[config.mk]
export PLATFORM = sky130hd
export DESIGN_NAME = ssbc_top
export DESIGN_NICKNAME = d
export VERILOG_FILES = /design/src/ssbc_pkg.sv /design/src/ssbc_top.sv
export SDC_FILE = /design/constraint.sdc
export NUM_CORES = 1
export LEC_CHECK = 0
export BUFFER_PORTS_ARGS = -buffer_cell sky130_fd_sc_hd__buf_2
export CAP_MARGIN = 20
export CORE_AREA = 2 2 95 97
export CTS_CLUSTER_DIAMETER = 50
export DETAILED_ROUTE_END_ITERATION = 16
export DIE_AREA = 0 0 97 99
export PLACE_DENSITY_LB_ADDON = 0.2
export SYNTH_ARGS = -nofsm -noshare
export SYNTH_HDL_FRONTEND = slang
export SYNTH_SLANG_ARGS = --single-unit
[constraint.sdc]
create_clock -name core_clk -period 7.27 [get_ports core_clk]
set_input_delay 1.454 -clock core_clk [delete_from_list [all_inputs] [get_ports core_clk]]
set_output_delay 1.454 -clock core_clk [all_outputs]
set_load 0.005 [all_outputs]
[src/ssbc_pkg.sv]
// constants, states and state record of the sound IF bus control and synthesizer
package ssbc_pkg;
  // ==================================================
  // bus addressing
  localparam logic [7:0] ADDR_GROUNDED = 8'h44;
  localparam logic [7:0] ADDR_ALT = 8'h46;
  localparam logic [3:0] BIT_COUNT_FULL = 4'h8;
  // ==================================================
  // field positions inside received bytes
  localparam int CLASS_BIT = 7;
  localparam int BOOST_BIT = 6;
  localparam int ROUTE_LSB = 3;
  localparam int LEFT_LSB = 4;
  localparam int RIGHT_LSB = 1;
  localparam int DIV_FIELD_LSB = 0;
  localparam int DIV_FIELD_W = 6;
  // ==================================================
  // values after reset
  localparam logic [11:0] DIV_RATIO_RST = 12'h400;
  localparam logic [2:0] ROUTE_RST = 3'h7;
  localparam logic [2:0] VOL_RST = 3'h0;
  localparam logic [2:0] IF_EN_RST = 3'h0;
  // ==================================================
  // reference divider: crystal edges per reference period and half period
  localparam logic [7:0] REF_DIV = 8'hc8;
  localparam logic [7:0] REF_HALF = 8'h64;
  // ==================================================
  // receiver states
  typedef enum logic [3:0] {
    S_IDLE = 4'h1,
    S_RECV = 4'h2,
    S_ACK = 4'h4,
    S_SKIP = 4'h8
  } ssbc_state_t;
  // ==================================================
  // whole state of the block
  typedef struct packed {
    logic sclMeta;
    logic sclSync;
    logic sclLast;
    logic sdaMeta;
    logic sdaSync;
    logic sdaLast;
    logic selMeta;
    logic selSync;
    logic xtMeta;
    logic xtSync;
    logic xtLast;
    logic vcMeta;
    logic vcSync;
    logic vcLast;
    ssbc_state_t state;
    logic [3:0] bitCnt;
    logic [7:0] shiftReg;
    logic isAddr;
    logic grpDiv;
    logic [1:0] grpIdx;
    logic sdaLow;
    logic [5:0] divUpper;
    logic [11:0] divRatio;
    logic pumpBoost;
    logic [2:0] routeSel;
    logic [2:0] ifEn;
    logic [2:0] volLeft;
    logic [2:0] volRight;
    logic [2:0] prevolLeft;
    logic [2:0] prevolRight;
    logic [7:0] refCnt;
    logic [11:0] vcoCnt;
    logic pumpSrc;
    logic pumpSnk;
  } ssbc_regs_t;
endpackage

[src/ssbc_top.sv]
// two-wire write-only control slave with synthesizer dividers and phase detector
//
// Overview of operation
// - idle bus: both lines high, data released
// - data falling while clock high starts telegram
// - data sampled on rising clock edge
// - data rising while clock high stops telegram
// - ninth clock: device pulls data low
// - first byte is address, direction bit low
// - select input picks address 44 or 46
// - top bit classifies divider or control bytes
// - vco divided by twelve-bit ratio 1-4095 (0 gives 4096)
// - reference is crystal divided by 200
// - vco edge first: source pulses for difference
// - reference edge first: sink pulses for difference
// - in phase: neither source nor sink
// - boost bit selects one or five current
// - reset keeps data line released
// - works with clock up to 400 kHz
// - routing bits select sources and audio mode
// - volume and pre-volume fields per channel
`timescale 1ns/100ps
`default_nettype none

module ssbc_top (
  input wire logic core_clk,
  input wire logic rst,
  input wire logic sclIn,
  input wire logic sdaIn,
  output logic sdaOut,
  output logic sdaOe,
  input wire logic addrSelectBit,
  input wire logic xtalIn,
  input wire logic vcoIn,
  output logic pumpSource,
  output logic pumpSink,
  output logic pumpBoost,
  output logic [2:0] routeSel,
  output logic narrowIfA,
  output logic narrowIfB,
  output logic wideIf,
  output logic [2:0] volLeft,
  output logic [2:0] volRight,
  output logic [2:0] prevolLeft,
  output logic [2:0] prevolRight,
  output logic [11:0] divRatio
);
  import ssbc_pkg::*;

  // ==================================================
  // helpers
  // address byte that this device answers to
  function automatic logic [7:0] addrFor(input logic sel);
    addrFor = sel ? ADDR_ALT : ADDR_GROUNDED;
  endfunction
  // three-bit field of a received byte
  function automatic logic [2:0] field3(input logic [7:0] b, input int lsb);
    field3 = b[lsb +: 3];
  endfunction
  // routing code to source enables: {wide, narrow b, narrow a}
  function automatic logic [2:0] routeToIf(input logic [2:0] r);
    unique case (r)
      3'h0: routeToIf = 3'h3;
      3'h1: routeToIf = 3'h2;
      3'h2: routeToIf = 3'h1;
      3'h3, 3'h4, 3'h5: routeToIf = 3'h4;
      default: routeToIf = 3'h0;
    endcase
  endfunction

  // ==================================================
  // state record
  ssbc_regs_t st_ff;
  ssbc_regs_t nxt_st;

  logic sclRise;
  logic sclFall;
  logic startCond;
  logic stopCond;
  logic xtRise;
  logic vcRise;
  logic refFall;
  logic vcoFall;
  logic addrMatch;
  logic byteDone;
  logic ackEnd;
  logic divLatchLower;
  logic [11:0] vcoHalf;

  // edge and condition detection on synchronised lines
  assign sclRise = st_ff.sclSync & ~st_ff.sclLast;
  assign sclFall = ~st_ff.sclSync & st_ff.sclLast;
  assign startCond = st_ff.sclSync & st_ff.sclLast & st_ff.sdaLast & ~st_ff.sdaSync;
  assign stopCond = st_ff.sclSync & st_ff.sclLast & ~st_ff.sdaLast & st_ff.sdaSync;
  assign addrMatch = (st_ff.shiftReg == addrFor(st_ff.selSync));
  assign byteDone = (st_ff.state == S_RECV) && (st_ff.bitCnt == BIT_COUNT_FULL) && sclFall;
  assign ackEnd = (st_ff.state == S_ACK) && sclFall && !startCond && !stopCond;
  assign divLatchLower = ackEnd && !st_ff.isAddr && st_ff.grpIdx == 2'h1 && st_ff.grpDiv;
  // synthesizer edge events
  assign xtRise = st_ff.xtSync & ~st_ff.xtLast;
  assign vcRise = st_ff.vcSync & ~st_ff.vcLast;
  assign vcoHalf = {1'b0, st_ff.divRatio[11:1]};
  assign refFall = xtRise && (st_ff.refCnt == REF_HALF - 8'h01);
  assign vcoFall = vcRise && (st_ff.vcoCnt == vcoHalf - 12'h001);
  // ==================================================
  // next-state logic
  always_comb begin
    nxt_st = st_ff;
    // two-flop synchronisers; plenty of samples per bit at the top bus rate
    nxt_st.sclMeta = sclIn;
    nxt_st.sclSync = st_ff.sclMeta;
    nxt_st.sclLast = st_ff.sclSync;
    nxt_st.sdaMeta = sdaIn;
    nxt_st.sdaSync = st_ff.sdaMeta;
    nxt_st.sdaLast = st_ff.sdaSync;
    nxt_st.selMeta = addrSelectBit;
    nxt_st.selSync = st_ff.selMeta;
    nxt_st.xtMeta = xtalIn;
    nxt_st.xtSync = st_ff.xtMeta;
    nxt_st.xtLast = st_ff.xtSync;
    nxt_st.vcMeta = vcoIn;
    nxt_st.vcSync = st_ff.vcMeta;
    nxt_st.vcLast = st_ff.vcSync;

    // telegram receiver; start and stop override everything
    if (startCond) begin
      nxt_st.state = S_RECV;
      nxt_st.bitCnt = 4'h0;
      nxt_st.isAddr = 1'b1;
      nxt_st.grpIdx = 2'h0;
      nxt_st.sdaLow = 1'b0;
    end else if (stopCond) begin
      nxt_st.state = S_IDLE;
      nxt_st.sdaLow = 1'b0;
    end else begin
      unique case (st_ff.state)
        S_IDLE: begin
          nxt_st.sdaLow = 1'b0;
        end
        S_RECV: begin
          if (sclRise && st_ff.bitCnt != BIT_COUNT_FULL) begin
            nxt_st.shiftReg = {st_ff.shiftReg[6:0], st_ff.sdaSync};
            nxt_st.bitCnt = st_ff.bitCnt + 4'h1;
          end else if (byteDone) begin
            if (st_ff.isAddr && !addrMatch) begin
              nxt_st.state = S_SKIP;
            end else begin
              nxt_st.state = S_ACK;
              nxt_st.sdaLow = 1'b1;
            end
          end
        end
        S_ACK: begin
          if (sclFall) begin
            nxt_st.sdaLow = 1'b0;
            nxt_st.state = S_RECV;
            nxt_st.bitCnt = 4'h0;
            nxt_st.isAddr = 1'b0;
            if (!st_ff.isAddr) begin
              // latch the acknowledged byte, skipping don't-care bits
              if (st_ff.grpIdx == 2'h0) begin
                nxt_st.grpDiv = !st_ff.shiftReg[CLASS_BIT];
              end
              if ((st_ff.grpIdx == 2'h0) ? !st_ff.shiftReg[CLASS_BIT] : st_ff.grpDiv) begin
                if (st_ff.grpIdx == 2'h0) begin
                  nxt_st.divUpper = st_ff.shiftReg[DIV_FIELD_LSB +: DIV_FIELD_W];
                  nxt_st.grpIdx = 2'h1;
                end else begin
                  // whole ratio swapped in at once
                  nxt_st.divRatio = {st_ff.divUpper,
                    st_ff.shiftReg[DIV_FIELD_LSB +: DIV_FIELD_W]};
                  nxt_st.grpIdx = 2'h0;
                end
              end else begin
                unique case (st_ff.grpIdx)
                  2'h0: begin
                    nxt_st.pumpBoost = st_ff.shiftReg[BOOST_BIT];
                    nxt_st.routeSel = field3(st_ff.shiftReg, ROUTE_LSB);
                    nxt_st.ifEn = routeToIf(field3(st_ff.shiftReg, ROUTE_LSB));
                    nxt_st.grpIdx = 2'h1;
                  end
                  2'h1: begin
                    nxt_st.volLeft = field3(st_ff.shiftReg, LEFT_LSB);
                    nxt_st.volRight = field3(st_ff.shiftReg, RIGHT_LSB);
                    nxt_st.grpIdx = 2'h2;
                  end
                  default: begin
                    nxt_st.prevolLeft = field3(st_ff.shiftReg, LEFT_LSB);
                    nxt_st.prevolRight = field3(st_ff.shiftReg, RIGHT_LSB);
                    nxt_st.grpIdx = 2'h0;
                  end
                endcase
              end
            end
          end
        end
        S_SKIP: begin
          nxt_st.sdaLow = 1'b0;
        end
        default: begin
          nxt_st.state = S_IDLE;
          nxt_st.sdaLow = 1'b0;
        end
      endcase
    end
    // reference divider from the crystal
    if (xtRise) begin
      nxt_st.refCnt = (st_ff.refCnt >= REF_DIV - 8'h01) ? 8'h00 : st_ff.refCnt + 8'h01;
    end
    // programmable vco divider
    if (vcRise) begin
      nxt_st.vcoCnt = (st_ff.vcoCnt >= st_ff.divRatio - 12'h001) ? 12'h000 :
        st_ff.vcoCnt + 12'h001;
    end
    // three-state phase detector on falling edges of the divided signals
    if (vcoFall && !refFall) begin
      if (st_ff.pumpSnk) begin
        nxt_st.pumpSnk = 1'b0;
      end else begin
        nxt_st.pumpSrc = 1'b1;
      end
    end else if (refFall && !vcoFall) begin
      if (st_ff.pumpSrc) begin
        nxt_st.pumpSrc = 1'b0;
      end else begin
        nxt_st.pumpSnk = 1'b1;
      end
    end else if (refFall && vcoFall) begin
      nxt_st.pumpSrc = 1'b0;
      nxt_st.pumpSnk = 1'b0;
    end
  end

  // ==================================================
  // state register
  always_ff @(posedge core_clk or posedge rst) begin
    if (rst) begin
      st_ff <= '0;
      st_ff.sclMeta <= 1'b1;
      st_ff.sclSync <= 1'b1;
      st_ff.sclLast <= 1'b1;
      st_ff.sdaMeta <= 1'b1;
      st_ff.sdaSync <= 1'b1;
      st_ff.sdaLast <= 1'b1;
      st_ff.state <= S_IDLE;
      st_ff.divRatio <= DIV_RATIO_RST;
      st_ff.routeSel <= ROUTE_RST;
      st_ff.ifEn <= IF_EN_RST;
      st_ff.volLeft <= VOL_RST;
      st_ff.volRight <= VOL_RST;
      st_ff.prevolLeft <= VOL_RST;
      st_ff.prevolRight <= VOL_RST;
    end else begin
      st_ff <= nxt_st;
    end
  end

  // ==================================================
  // outputs
  // open-drain data line: only ever pulls low
  assign sdaOut = 1'b0;
  assign sdaOe = st_ff.sdaLow;
  assign pumpSource = st_ff.pumpSrc;
  assign pumpSink = st_ff.pumpSnk;
  assign pumpBoost = st_ff.pumpBoost;
  assign routeSel = st_ff.routeSel;
  assign narrowIfA = st_ff.ifEn[0];
  assign narrowIfB = st_ff.ifEn[1];
  assign wideIf = st_ff.ifEn[2];
  assign volLeft = st_ff.volLeft;
  assign volRight = st_ff.volRight;
  assign prevolLeft = st_ff.prevolLeft;
  assign prevolRight = st_ff.prevolRight;
  assign divRatio = st_ff.divRatio;
endmodule

`default_nettype wire

# == Word-level counts from Yosys, hierarchy flattened ==
# Index checks and enable logic that the tools add are counted.
# classes
addsub,5
n_lt_le_gt_ge,2
n_eq_ne,26
mux,42
bitwise,21
n_reduce_logical,36
# op_table
operator,n
$mux W42,1
$mux W37,1
$mux W12,3
$reduce_and A7 Y1,5
$mux W8,4
$mux W4,5
$ne A4 B4 Y1 const B,5
$reduce_and A4 Y1,5
$mux W19,1
$mux W18,1
$mux W6,3
$mux W16,1
$add A12 B1 Y12 const B,1
$eq A12 B12 Y1,1
$ge A12 B12 Y1,1
$not A1 Y1,12
$pmux W3 S4,1
$pmux W4 S3,1
$sub A11 B1 Y12 const B,1
$sub A12 B1 Y12 const B,1
$mux W2,5
$and A1 B1 Y1,9
$logic_and A1 B1 Y1,9
$mux W1,9
other kinds (33),46
# totals
ff_bits,94
input_bits,7
output_inout_bits,35

# == Longest topological paths before layout ==
# logic_depth
ltp_word,10
ltp_mapped,13
mapped_depth_nobuf,13

# == Worst setup path after synthesis ==
# OpenSTA, ideal clock, no wires.
# synth_timing
kind,register to register
startpoint,reg divRatio[3] (netlist name)
endpoint,reg st_ff[2] (netlist bit)
setup_ps,136
arrival_time_ps,2675
t_required_ps,7134
slack_ps,4460
path_stages_with_launch,12
n_path_buf,2
synth_period_minus_slack_ps,2810
path_cell_list,dfrtp_1 clkbuf_1 nor3_1 nand2_1 nor4b_1 xnor2_1 ha_1 and4_1 o21ai_0 o21ai_0 clkbuf_1 o21ai_0
# synth_via
elab_chain_len,3
# synth_rtl
item,line_no,text
$sub A12 B1 Y12,ssbc_top.sv:212,nxt_st.vcoCnt = (st_ff.vcoCnt >= st_ff.divRatio - 12'h001) ? 12'h000 :
$ge A12 B12 Y1,ssbc_top.sv:212,
$mux W12,ssbc_top.sv:212,
to (signal assigned),ssbc_top.sv:254,st_ff <= nxt_st;
to (decl),ssbc_top.sv:73,ssbc_regs_t st_ff;
# Every way passes these cells.
# A chain may end at the register's enable or synchronous reset.

# == Final worst setup path ==
# layout_timing
startpoint,reg divRatio[3] (netlist name)
endpoint,reg st_ff[4] (netlist bit)
# layout_via
elab_chain_len,3
# layout_rtl
item,line_no
$sub A12 B1 Y12,ssbc_top.sv:212
$ge A12 B12 Y1,ssbc_top.sv:212
$mux W12,ssbc_top.sv:212
# Every way passes these cells.

==> results.yml <==
setup_path:
  cp_slowest_stage_delay_ns: 0.59
  cpLargestDelayFamily: "simple AND/OR/NAND/NOR gates"
  timing.rr.start: "divRatio[3]"
  slowest_stage: "nor3_1"
  worstPathBufferInverterCount: 1
  critPathKind: "flip-flop to flip-flop"
  crit_top_cell: "nor3_1"
  crit_chain: "nor3_1 > nand2_1 > nor3_1 > xnor2_1 > ha_1 > nor2b_1 > a2111oi_0 > o21ai_0 > buf_2 > o311ai_0"
  reg2reg_slack_ns: 3.88
  worstPathRequired_ns: 7.51
  path_max_fanout: 11
  arrival_ns: 3.63
  critical_path.endpoint_type: "flip-flop"
  startpoint_type: "flip-flop"
  worstSetupStartpoint: "divRatio[3]"
timing:
  period_share_pct: 46.66
  worst_pin_slew_ns: 1.089
  fin_crit_ns: 3.392
  rsz0062_at_grt: "false"
  slew_headroom_pct: 27.16
  fin_setup_tns_ns: 0
  slew_viol_final: 0
  fmax_ghz: 0.2948
  holdWs_ns: 0.3531
  skew_ns: 0.01306
  hold_viol: 0
  final-setup-viol-count: 0
  setup_slack_ns: 3.878
synth:
  synth.top_cell.area_share_pct: 41.07
  ys_seq_area_share_pct: 46.78
  ys_ff_latch: 94
  syn-cell-area_sq_um: 5057
  synth_top_area_cell: "dfrtp_1"
  synthFlopType: "dfrtp_1"
  synth_cell_types: 63
  synth.top_cells.by_area: "dfrtp_1, mux2_2, dfstp_2, nand2_1, ha_1"
  ys_warn_count: 0
  syn_inst: 490
  syn_avg_cell_area_sq_um: 10.32
  synth_edf_count: 0
  async_flop_share_pct: 100.0
  synth_fp_nets: 515
cts:
  clkSlewWorstSetupHoldPaths_ns: 0.09
  cts_buffers: 9
  h-tree-depth: 3
  root_buffer: "clkbuf_8"
  cts_resized: 0
  postCtsSetupBuffers: 0
  clk_path_buf_depth: 2
  cts_tree: "built"
  clock_latency_ns: 0.36
  cts_num_sinks: 94
  ctsHoldBuffers: 0
final_layout:
  multiInputGateArea_sq_um: 2342
  regArea_sq_um: 2366
  drive_gt1_share_pct: 23.15
  syn_to_final_growth_pct: 4.503
  fin_nets: 521
  post-route-util_pct: 61.81
  diodes: 0
  num-fill-cells: 685
route:
  vias: 3434
  drt_wl_total_mm: 9.689
  vias_per_cell: 5.639
  drt_first_pass_iters: 4
  drt_iter0_drc: 197
  postRouteAntennaNets: 0
  drc: 0
  wire_per_inst_um: 15.91
die:
  coreArea_sq_um: 8551
  die_y_um: 99
  start_util_pct: 59.15
  dieArea_sq_um: 9603
  num_rows: 34
  pin_count: 42
  die_w_um: 97
flow_run:
  maxCapViolCount: 0
pwr:
  p_sw_mw: 0.2829
  combPwrFrac_pct: 10.6
  ir_drop_v: 0.0001078
  p_seq_share_pct: 58.8
  p_int_mw: 0.7272
  finalPower_mw: 1.010
  swShare_pct: 28.01
  powerDensity_nw_per_um2: 191.1
  p_clk_share_pct: 30.6
  power_leakage_nw: 2.593
placement:
  gp_congestion: 0.8972
  pre_cts_ws_ns: 3.598
  portBuffers: 40
  dp_hpwl_mm: 7.074
global_routing:
  gr-total-overflow: 0
  antenna_found_initial: 0
  grt_pass1_vias: 3471
  grt_pass1_wl_mm: 16.70
  grt_max_degree: 69
  track_usage_pct: 21.31
hold_path:
  min_path_type: "flip-flop to flip-flop"
  min_from: "nxt_st[86]"
status:
  status: "finished, final reports clean"
## flip-flops by register name (all words and copies together), names as in the netlist, 3 cells and up
name         cells
st_ff           51
divRatio        12
nxt_st           9
prevolLeft       3
prevolRight      3
routeSel         3
volLeft          3
volRight         3
## per-stage QoR
stage	std cells	cell area (sq um)
floorplan	490	5057
global placement	591	5097
detailed placement	591	5097
CTS	607	5273
global route	609	5285
finish	609	5285
## layout make-up
| type | count | area share (%) |
|---|---|---|
| clock buffers | 10 | 2.415 |
| flip-flops and latches | 94 | 44.77 |
| multi-input cells | 336 | 44.32 |
| well taps | 108 | 2.557 |
| inverters | 12 | 0.8759 |
| clock inverters | 6 | 0.8996 |
| repair buffers | 43 | 4.167 |
## power by group through the flow
| stage | clock, mW | combinational [mW] | sequential, mW |
|---|---|---|---|
| after global placement | 0 | 0.103 | 0.601 |
| after detailed placement | 0 | 0.108 | 0.603 |
| after CTS | 0.321 | 0.108 | 0.593 |
| final | 0.309 | 0.107 | 0.594 |
| after floorplan | 0 | 0.0900 | 0.589 |
| after global routing | 0.343 | 0.124 | 0.600 |
## worst paths after layout
path                                     to  cells past startpoint
worst max-delay path               st_ff[4]                     10
worst min-delay path              st_ff[86]                      0
worst max register to register     st_ff[4]                     10
worst min register to register    st_ff[86]                      0
max in group asynchronous       divRatio[9]                      3
min in group asynchronous        nxt_st[84]                      2
## synth_stat cells (all sizes together), types with 10 or more instances
| library cell | count |
|---|---|
| nand2 | 65 |
| nor2 | 21 |
| o21ai | 27 |
| mux2 | 35 |
| nand3 | 14 |
| nand2b | 10 |
| ha | 18 |
| inv | 12 |
| a21oi | 19 |
| dfstp | 11 |
| dfrtp | 83 |
| xor2 | 15 |
| buf | 32 |
| nor3 | 13 |
| nor2b | 11 |
| clkbuf | 16 |
| xnor2 | 17 |
## layout by cell type (no fill, tap or decap), types with 3 or more instances in the layout
cell | synthesis | routed
o21ai_0 | 26 | 26
mux2i_1 | 3 | 3
dfrtp_1 | 83 | 83
a31oi_1 | 5 | 5
a21oi_1 | 19 | 19
nand2_1 | 64 | 64
inv_1 | 12 | 11
mux2_4 | 6 | 6
ha_1 | 18 | 18
nor2b_1 | 11 | 11
nor2_1 | 20 | 20
nand3_1 | 14 | 14
nor4_1 | 5 | 5
buf_2 | 2 | 41
a21o_1 | 5 | 5
clkinvlp_4 | 0 | 4
nand2b_1 | 10 | 10
xor2_1 | 15 | 15
or3_1 | 3 | 3
and4_1 | 5 | 5
nor3_1 | 12 | 12
nand4_1 | 4 | 4
xnor2_1 | 17 | 17
mux2_2 | 29 | 29
a2111oi_0 | 3 | 3
clkbuf_8 | 0 | 9
dfstp_2 | 11 | 11
## logic make-up after synthesis
family	Yosys count	share of synthesized area (%)
XOR/XNOR	32	5.542
buffers and inverters	60	6.902
multiplexers	38	8.832
AND/OR/NAND/NOR	166	17.29
other	1	0.07415
AO/OA/AOI/OAI	81	10.12
flip-flops	94	46.78
adder cells (fa/ha/maj)	18	4.453
## layer usage
| metal | part of all wire (%) | global-route usage, % |
|---|---|---|
| met1 | 46 | 27.62 |
| met2 | 49 | 35.20 |
| met3 | 3.3 | 4.539 |
| met4 | 2.1 | 8.559 |
| met5 | 0 | 0 |
Note: power is estimated with default switching activity, not from simulation.
